**src/core/osc_ctrl_map.svh**
```systemverilog
// Register offsets, field positions, reset values and timing counts
`ifndef OSC_CTRL_MAP_SVH
`define OSC_CTRL_MAP_SVH
`define OFF_CTRL 4'h0
`define OFF_STATUS 4'h4
`define CTRL_SEL_BIT 0
`define CTRL_PRE_LSB 8
`define CTRL_PRE_RST 8'hff
`define ST_GOOD_MAIN 0
`define ST_GOOD_SLOW 1
`define ST_TOGGLING 2
`define ST_SRC_OSC 3
`define ST_FAST_EN 4
`define ST_PRE_RUN 5
`define ST_SLOW_TMR_LSB 8
`define ST_MAIN_TMR_LSB 16
`define MAIN_TMR_PRESET 14'h3fff
`define SLOW_TMR_PRESET 6'h3f
`define POR_PRESET 14'h3fff
`define SYS_CLK_HZ 40000000
`define MAIN_START_CYC 32768
`define MAIN_TICK_CYC (`MAIN_START_CYC / 16384)
`define TOGGLE_TIMEOUT_CYC 13'h1000
`define RESP_OKAY 2'h0
`define RESP_SLVERR 2'h2
`endif

```
**src/core/osc_ctrl_pkg.sv**
```systemverilog
// Types shared by the oscillator start-up and slow clock select block
package osc_ctrl_pkg;
  typedef struct packed {
    logic awvalid;
    logic [3:0] awaddr;
    logic wvalid;
    logic [31:0] wdata;
    logic [3:0] wstrb;
    logic bready;
    logic arvalid;
    logic [3:0] araddr;
    logic rready;
  } axil_req_t;
  typedef struct packed {
    logic awready;
    logic wready;
    logic bvalid;
    logic [1:0] bresp;
    logic arready;
    logic rvalid;
    logic [31:0] rdata;
    logic [1:0] rresp;
  } axil_rsp_t;
  typedef enum logic [1:0] {
    SRC_PRESCALED = 2'b01,
    SRC_OSC = 2'b10
  } slow_src_t;
endpackage

```
**src/core/osc_clock_control.sv**
```systemverilog
// Oscillator start-up timers, slow clock synthesis/select and power-on reset
// Summary of operation
// - Main stop request holds 14-bit timer at 3FFFh, fast oscillator off.
// - Main stop released: restart fast oscillator, count timer down.
// - Main timer at zero stops and raises good main clock.
// - Good main clock follows 32,768 clock cycles after each restart.
// - Slow stop request holds 6-bit timer at 3Fh, slow oscillator off.
// - Slow stop released: restart slow oscillator, count timer down.
// - Slow timer at zero freezes and raises good slow clock.
// - Synthesised slow clock: 8-bit prescaler then divide-by-2, divisors 2 to 512.
// - Software selects slow clock source; prescaled main clock after reset.
// - Oscillator selected as source disables the main clock prescaler.
// - Switch to oscillator only while it is seen toggling.
// - Power-on counter from 3FFFh releases internal reset unless pin low.
//
// The AXI4-Lite interface to the registers and the address map were decided locally.

`timescale 1ns/1ps
`default_nettype none
`include "osc_ctrl_map.svh"

module osc_clock_control (
  input wire logic sys_clk,
  input wire logic rstn,
  input wire osc_ctrl_pkg::axil_req_t axil_req,
  output osc_ctrl_pkg::axil_rsp_t axil_rsp,
  input wire logic stop_main_osc,
  input wire logic stop_slow_osc,
  input wire logic slow_osc_in,
  input wire logic ext_reset_n,
  output logic fast_oscillator_clock_en,
  output logic slow_osc_en,
  output logic good_main_clk,
  output logic good_slow_clk,
  output logic slow_clk,
  output logic sys_rst_n
);
  import osc_ctrl_pkg::*;

  // Control register fields
  logic sel_osc_req;
  logic [7:0] prescale;

  // Main oscillator start-up
  logic [13:0] main_tmr;
  logic main_tick;

  // Slow oscillator start-up and activity watch
  logic [5:0] slow_tmr;
  logic slow_prev;
  logic slow_rise;
  logic [12:0] idle_cnt;
  logic toggling;

  // Synthesised slow clock and source select
  logic pre_run;
  logic [7:0] pre_cnt;
  logic synth_clk;
  slow_src_t src;
  logic mux_level;

  // Power-on reset release
  logic [13:0] por_cnt;

  // Bus transfer strobes
  logic wr_go;
  logic rd_go;

  // Address decode shared by the write and read channels
  function automatic logic is_ctrl(input logic [3:0] a);
    is_ctrl = (a == `OFF_CTRL);
  endfunction

  function automatic logic is_status(input logic [3:0] a);
    is_status = (a == `OFF_STATUS);
  endfunction

  // Rising edge of the oscillator as seen on this clock
  assign slow_rise = slow_osc_in & ~slow_prev;
  // Clean because src only moves while both inputs are low
  assign mux_level = (src == SRC_OSC) ? slow_osc_in : synth_clk;
  // Transfer edges of the two bus channels
  assign wr_go = axil_req.awvalid & axil_req.wvalid & axil_rsp.awready & axil_rsp.wready;
  assign rd_go = axil_req.arvalid & axil_rsp.arready;

  // Main oscillator: one timer step every MAIN_TICK_CYC cycles gives the delay
  always_ff @(posedge sys_clk or negedge rstn) begin
    if (!rstn) begin
      main_tmr <= `MAIN_TMR_PRESET;
      main_tick <= 1'b0;
      fast_oscillator_clock_en <= 1'b0;
      good_main_clk <= 1'b0;
    end else if (stop_main_osc) begin
      // Stop wins over the count in the same cycle
      main_tmr <= `MAIN_TMR_PRESET;
      main_tick <= 1'b0;
      fast_oscillator_clock_en <= 1'b0;
      good_main_clk <= 1'b0;
    end else begin
      fast_oscillator_clock_en <= 1'b1;
      main_tick <= ~main_tick;
      // Half-rate steps: 16383 of them span the start-up delay
      if (main_tmr != 14'h0 && main_tick) begin
        main_tmr <= main_tmr - 14'h1;
      end
      // Registered, so the flag rises one edge after the timer empties
      good_main_clk <= (main_tmr == 14'h0);
    end
  end

  // Slow oscillator start-up timer counts oscillator rising edges
  always_ff @(posedge sys_clk or negedge rstn) begin
    if (!rstn) begin
      slow_tmr <= `SLOW_TMR_PRESET;
      slow_prev <= 1'b0;
      slow_osc_en <= 1'b0;
      good_slow_clk <= 1'b0;
    end else if (stop_slow_osc) begin
      slow_tmr <= `SLOW_TMR_PRESET;
      // Cleared so a restart never sees a stale edge
      slow_prev <= 1'b0;
      slow_osc_en <= 1'b0;
      good_slow_clk <= 1'b0;
    end else begin
      slow_osc_en <= 1'b1;
      slow_prev <= slow_osc_in;
      // Counts crystal edges, so the delay follows the crystal
      if (slow_tmr != 6'h0 && slow_rise) begin
        slow_tmr <= slow_tmr - 6'h1;
      end
      good_slow_clk <= (slow_tmr == 6'h0);
    end
  end

  // Toggle detector: a silent oscillator for TOGGLE_TIMEOUT_CYC cycles is dead
  always_ff @(posedge sys_clk or negedge rstn) begin
    if (!rstn) begin
      idle_cnt <= `TOGGLE_TIMEOUT_CYC;
      toggling <= 1'b0;
    end else if (stop_slow_osc) begin
      idle_cnt <= `TOGGLE_TIMEOUT_CYC;
      toggling <= 1'b0;
    end else if (slow_rise) begin
      idle_cnt <= 13'h0;
      // Only a crystal past its start-up counts as toggling
      toggling <= good_slow_clk;
    end else if (idle_cnt != `TOGGLE_TIMEOUT_CYC) begin
      idle_cnt <= idle_cnt + 13'h1;
    end else begin
      // Silent too long: the mux falls back to the prescaler
      toggling <= 1'b0;
    end
  end

  // Synthesised slow clock: the prescaler holds each half period for
  // prescale+1 cycles and synth_clk is the fixed divide-by-2 flop,
  // so the period is 2*(prescale+1), from 2 to 512 cycles
  always_ff @(posedge sys_clk or negedge rstn) begin
    if (!rstn) begin
      pre_cnt <= 8'h0;
      synth_clk <= 1'b0;
      pre_run <= 1'b1;
    end else if (src == SRC_OSC || !good_main_clk) begin
      // Parked low so a restart begins with a full phase
      pre_cnt <= 8'h0;
      synth_clk <= 1'b0;
      pre_run <= 1'b0;
    end else begin
      pre_run <= 1'b1;
      if (pre_cnt >= prescale) begin
        pre_cnt <= 8'h0;
        synth_clk <= ~synth_clk;
      end else begin
        pre_cnt <= pre_cnt + 8'h1;
      end
    end
  end

  // Source changes only while both the current and new source are low,
  // so no shortened high phase reaches slow_clk
  always_ff @(posedge sys_clk or negedge rstn) begin
    if (!rstn) begin
      src <= SRC_PRESCALED;
    end else begin
      unique case (src)
        SRC_PRESCALED: begin
          if (sel_osc_req && toggling && !synth_clk && !slow_osc_in) begin
            src <= SRC_OSC;
          end
        end
        SRC_OSC: begin
          // A dead crystal forces the way back even while software asks
          if ((!sel_osc_req || !toggling) && !slow_osc_in) begin
            src <= SRC_PRESCALED;
          end
        end
      endcase
    end
  end

  // Registered output: one cycle of lag, but no glitch reaches the pin
  always_ff @(posedge sys_clk or negedge rstn) begin
    if (!rstn) begin
      slow_clk <= 1'b0;
    end else begin
      slow_clk <= mux_level;
    end
  end

  // Power-on reset counter runs only on a stable main clock
  // The pin only gates the output, so the count finishes while it is low
  always_ff @(posedge sys_clk or negedge rstn) begin
    if (!rstn) begin
      por_cnt <= `POR_PRESET;
      sys_rst_n <= 1'b0;
    end else begin
      if (por_cnt != 14'h0 && good_main_clk) begin
        por_cnt <= por_cnt - 14'h1;
      end
      sys_rst_n <= (por_cnt == 14'h0) & ext_reset_n;
    end
  end

  // Control register write
  // Byte strobes let the divisor change without touching the select
  always_ff @(posedge sys_clk or negedge rstn) begin
    if (!rstn) begin
      sel_osc_req <= 1'b0;
      prescale <= `CTRL_PRE_RST;
    end else if (wr_go && is_ctrl(axil_req.awaddr)) begin
      if (axil_req.wstrb[0]) begin
        sel_osc_req <= axil_req.wdata[`CTRL_SEL_BIT];
      end
      if (axil_req.wstrb[1]) begin
        prescale <= axil_req.wdata[`CTRL_PRE_LSB +: 8];
      end
    end
  end

  // Write channel: both ready pulse together once address and data wait
  // No new ready is offered while a response still waits to be taken
  always_ff @(posedge sys_clk or negedge rstn) begin
    if (!rstn) begin
      axil_rsp.awready <= 1'b0;
      axil_rsp.wready <= 1'b0;
      axil_rsp.bvalid <= 1'b0;
      axil_rsp.bresp <= `RESP_OKAY;
    end else begin
      axil_rsp.awready <= 1'b0;
      axil_rsp.wready <= 1'b0;
      if (wr_go) begin
        axil_rsp.bvalid <= 1'b1;
        axil_rsp.bresp <= (is_ctrl(axil_req.awaddr) || is_status(axil_req.awaddr))
          ? `RESP_OKAY : `RESP_SLVERR;
      end else if (axil_rsp.bvalid && axil_req.bready) begin
        axil_rsp.bvalid <= 1'b0;
      // Both readies together, so address and data go in one edge
      end else if (!axil_rsp.bvalid && !axil_rsp.awready
                   && axil_req.awvalid && axil_req.wvalid) begin
        axil_rsp.awready <= 1'b1;
        axil_rsp.wready <= 1'b1;
      end
    end
  end

  // Read channel
  // Unmapped reads answer zero with an error response
  always_ff @(posedge sys_clk or negedge rstn) begin
    if (!rstn) begin
      axil_rsp.arready <= 1'b0;
      axil_rsp.rvalid <= 1'b0;
      axil_rsp.rdata <= 32'h0;
      axil_rsp.rresp <= `RESP_OKAY;
    end else begin
      axil_rsp.arready <= 1'b0;
      if (rd_go) begin
        axil_rsp.rvalid <= 1'b1;
        axil_rsp.rresp <= `RESP_OKAY;
        axil_rsp.rdata <= 32'h0;
        if (is_ctrl(axil_req.araddr)) begin
          axil_rsp.rdata[`CTRL_SEL_BIT] <= sel_osc_req;
          axil_rsp.rdata[`CTRL_PRE_LSB +: 8] <= prescale;
        end else if (is_status(axil_req.araddr)) begin
          // Timers are read live, mid-count
          axil_rsp.rdata[`ST_GOOD_MAIN] <= good_main_clk;
          axil_rsp.rdata[`ST_GOOD_SLOW] <= good_slow_clk;
          axil_rsp.rdata[`ST_TOGGLING] <= toggling;
          axil_rsp.rdata[`ST_SRC_OSC] <= (src == SRC_OSC);
          axil_rsp.rdata[`ST_FAST_EN] <= fast_oscillator_clock_en;
          axil_rsp.rdata[`ST_PRE_RUN] <= pre_run;
          axil_rsp.rdata[`ST_SLOW_TMR_LSB +: 6] <= slow_tmr;
          axil_rsp.rdata[`ST_MAIN_TMR_LSB +: 14] <= main_tmr;
        end else begin
          axil_rsp.rresp <= `RESP_SLVERR;
        end
      end else if (axil_rsp.rvalid && axil_req.rready) begin
        axil_rsp.rvalid <= 1'b0;
      end else if (!axil_rsp.rvalid && !axil_rsp.arready && axil_req.arvalid) begin
        axil_rsp.arready <= 1'b1;
      end
    end
  end
endmodule
`default_nettype wire

```
**config.mk**
```make
export PLATFORM = sky130hd
export DESIGN_NAME = osc_clock_control
export DESIGN_NICKNAME = d
export VERILOG_FILES = /design/src/core/osc_ctrl_pkg.sv /design/src/core/osc_clock_control.sv
export VERILOG_INCLUDE_DIRS = /design/src /design/src/core
export SDC_FILE = /design/constraint.sdc
export NUM_CORES = 1
export LEC_CHECK = 0
export BUFFER_PORTS_ARGS = -buffer_cell sky130_fd_sc_hd__buf_2
export CORE_AREA = 2 2 103 105
export CTS_CLUSTER_SIZE = 10
export DETAILED_ROUTE_END_ITERATION = 10
export DIE_AREA = 0 0 105 107
export GPL_ROUTABILITY_DRIVEN = 0
export GPL_TIMING_DRIVEN = 0
export PLACE_DENSITY = 0.75
export SLEW_MARGIN = 20
export SYNTH_ARGS = -nofsm -noshare
export SYNTH_HDL_FRONTEND = slang
export SYNTH_SLANG_ARGS = --single-unit
```
**constraint.sdc**
```tcl
create_clock -name sys_clk -period 6.12 [get_ports sys_clk]
set_input_delay 0.306 -clock sys_clk [delete_from_list [all_inputs] [get_ports sys_clk]]
set_output_delay 0.306 -clock sys_clk [all_outputs]
set_load 0.01 [all_outputs]
```
==> results.toml <==
[sta]
worst_slew_pin_slew_ps = 641
report.final.hold_viol_count = 0
fin_crit_sh_pct = 35.3
clock-skew-final_ps = 11.7
slew_viol_final = 0
post-route-min-period_ps = 2160
rsz0062_at_grt = "no"
final.setup.tns_ps = 0
report.final.setup_viol = 0
max_slew_margin_pct = 57.2
fmax_mhz = 462

[pwr]
p_int_mw = 0.992
pwr-share-clk_pct = 30.0
psw_mw = 0.362
p_per_area_mw_per_mm2 = 228
seq_power_share_pct = 58.8
ir_worst_vdd_mv = 0.105
p_sw_share_pct = 26.7
p_total_mw = 1.35
power_leakage_nw = 2.72
comb_power_share_pct = 11.2

[logic_synthesis]
top_area_cell_type_share_of_the_netlist_area_pct = 31.8
synth-seq-cells = 111
post_synth.cell_area_avg_um2 = 11.0
synth.top_cells.by_count = "66 x sky130_fd_sc_hd__dfrtp_1, 45 x sky130_fd_sc_hd__dfstp_2, 44 x sky130_fd_sc_hd__nand2_1"
syn-instance-count = 473
synth_most_common_cell = "sky130_fd_sc_hd__dfrtp_1"
synth_edf_count = 0
synthDistinctLibCells = 54
synthTopCellsByArea = "sky130_fd_sc_hd__dfrtp_1 32%, sky130_fd_sc_hd__dfstp_2 23%, sky130_fd_sc_hd__ha_1 4.1%, sky130_fd_sc_hd__xor2_1 3.2%, sky130_fd_sc_hd__nand2_1 3.2%"
yosysWarnings = 0
synth_seq_area_share_pct = 54.6
async_flop_share_pct = 100
synth_top_cell_by_area = "sky130_fd_sc_hd__dfrtp_1"
dominantRegCellSynth = "sky130_fd_sc_hd__dfrtp_1"
synth_area_mm2 = 0.00519

[clocking]
cts.reportedPaths.clkPinSlew_ps = 100
cts_bufs_inserted = 9
tritoncts_num_sinks = 111
clock_latency_ps = 370
clock_tree.root_cell = "sky130_fd_sc_hd__clkbuf_8"
cts_tree = "yes"
clockBufferDepth = 2
cts_htree_levels = 3

[layout]
drive_gt1_share_pct = 29.1
number_of_antenna_diodes = 0
fin_nets = 631
nFillCells = 875
finish.cell_count_without_fillers = 700
areaGrowthSynthToFinish_pct = 14.6

[global_routing]
antenna_violations_before_repair = 1
groute.usage.overall_pct = 19.8
grt_start_max_net_pins = 73
grt_pass1_vias = 3694
gr-total-overflow = 0
grt_pass1_wl_um = 17700

[outcome]
run_status = "finished clean"

[routing]
post_drt_via_cell_ratio = 5.32
drt-pass1-iter-count = 4
drtIter0Drc = 200
postRouteAntennaNets = 0
routedWlPerCell_um = 14.8
detailroute.via_count = 3723
detail_route.drc_violations = 0
drt_wl_total_um = 10400

[flow_run]
drv_cap = 0

[critical_path]
critPathKind = "flip-flop to flip-flop"
timing.critical_path.from_type = "flip-flop"
worst_setup_path_end_kind = "flip-flop"
critPathArrivalTime_ps = 2470
required_ps = 6430
crit_fanout = 8

[place]
io_buffers = 68
dpl_cells = 683
dp_hpwl_um = 7700

[floorplanning]
floorplan.core_area_mm2 = 0.0101
die_x_um = 105
start_util_pct = 51.4
die_height_um = 107
placementRows = 37
die_area_mm2 = 0.0112
boundaryPins = 102

[hold_path]
worstHoldPathType = "input pin to flip-flop"
==> logic make-up (layout without fill, tap and decap cells) <==
| group | count (synthesis) | after routing | share of synthesized area [%] |
|---|---|---|---|
| xor gates and xnor gates | 36 | 36 | 6.07 |
| muxes | 19 | 19 | 3.93 |
| DFF | 111 | 111 | 54.6 |
| buffers and inverters | 45 | 131 | 3.98 |
| and+or+nand+nor | 177 | 177 | 18.3 |
| adders and majority gates | 17 | 17 | 4.10 |
| AOI/OAI and AO/OA | 67 | 67 | 8.94 |
| other | 1 | 6 | 0.0722 |
==> placed cells by master (no fill, tap or decap), drive strengths merged, types with 4 or more instances in the layout <==
cell,netlist,routed
buf,11,80
dfrtp,66,66
dfstp,45,45
nand2,44,44
nor2,41,41
inv,26,27
nand3,21,21
xor2,19,19
a22o,18,18
xnor2,17,17
o21ai,17,17
ha,17,17
clkbuf,8,17
nor3,13,13
a21oi,12,12
o31ai,11,11
mux2,11,11
nor4,10,10
mux2i,8,8
and3,7,7
or3,7,7
conb,1,6
nor4b,5,5
nand2b,4,4
nor3b,4,4
clkinv,0,4
==> final timing paths <==
| check | from | endpoint | slack, ps | cells after the start |
|---|---|---|---|---|
| min in group asynchronous | rstn | idle_cnt[11] | 390 | 2 |
| max reg2reg | prescale[0] | pre_cnt[3] | 3960 | 7 |
| min | axil_req[6] | axil_rsp[38] | 110 | 2 |
| max | prescale[0] | pre_cnt[3] | 3960 | 7 |
| min reg2reg | axil_rsp[34] | axil_rsp[35] | 470 | 1 |
| max in group asynchronous | rstn | por_cnt[9] | 5030 | 3 |
==> metal layers <==
layer	vias up	share of wire [%]	track usage [%]
met5	-	0.096	0
met4	2	1.7	6.19
met3	16	5.3	5.11
met2	91	49	32.0
met1	1810	44	26.3
li1	1804	-	-
==> power by group through the flow <==
| stage | Sequential (mW) | Combinational (mW) | Clock, mW |
|---|---|---|---|
| 4_1_cts | 0.797 | 0.154 | 0.420 |
| 5_1_grt | 0.802 | 0.171 | 0.456 |
| 3_5_place_dp | 0.810 | 0.153 | 0 |
| 2_1_floorplan | 0.815 | 0.0782 | 0 |
| 6_report | 0.797 | 0.151 | 0.406 |
| 3_3_place_gp | 0.808 | 0.146 | 0 |
==> what timing repair did <==
item,4_1_cts,5_1_grt
hold buffers,1,0
gates resized for setup,0,0
hold endpoints to repair,25,0
buffers inserted,0,0
==> critical path, stage by stage, from the launching register on <==
cell and delay, ps:
sky130_fd_sc_hd__dfstp_2 570, sky130_fd_sc_hd__ha_1 220, sky130_fd_sc_hd__nand2b_1 150, sky130_fd_sc_hd__a2111oi_0 400, sky130_fd_sc_hd__o31ai_1 190, sky130_fd_sc_hd__or2_1 230, sky130_fd_sc_hd__clkbuf_1 190, sky130_fd_sc_hd__nor2_1 150
==> state kept, by name, indices dropped and copies added, names as in the netlist, 2 cells and up <==
signal	count
src	2
por_cnt	14
axil_rsp	34
pre_cnt	8
slow_tmr	6
main_tmr	14
idle_cnt	13
prescale	8
==> per-stage QoR <==
stage / setup WS, ps / util [%] / hold slack [ps] / instance area (um^2)
3_5_place_dp: 3950 / 57.0 / 235 / 5750
3_3_place_gp: 3530 / 56.7 / 436 / 5720
6_report: 3960 / 58.9 / 108 / 5950
2_1_floorplan: 4200 / - / 10.4 / 5210
4_1_cts: 3940 / 58.9 / 91.1 / 5950
5_1_grt: 3820 / 58.9 / 86.6 / 5950
==> layout make-up <==
class,count,area [um^2],share of cell area (%)
Buffer,19,109,1.83
Clock buffer,9,124,2.08
Clock inverter,7,58.8,0.989
Inverter,26,97.6,1.64
Multi-Input combinational cell,322,2170,36.5
Sequential cell,111,2830,47.7
Tap cell,136,170,2.86
Timing Repair Buffer,70,384,6.46
(Power assumes the default switching activity.)
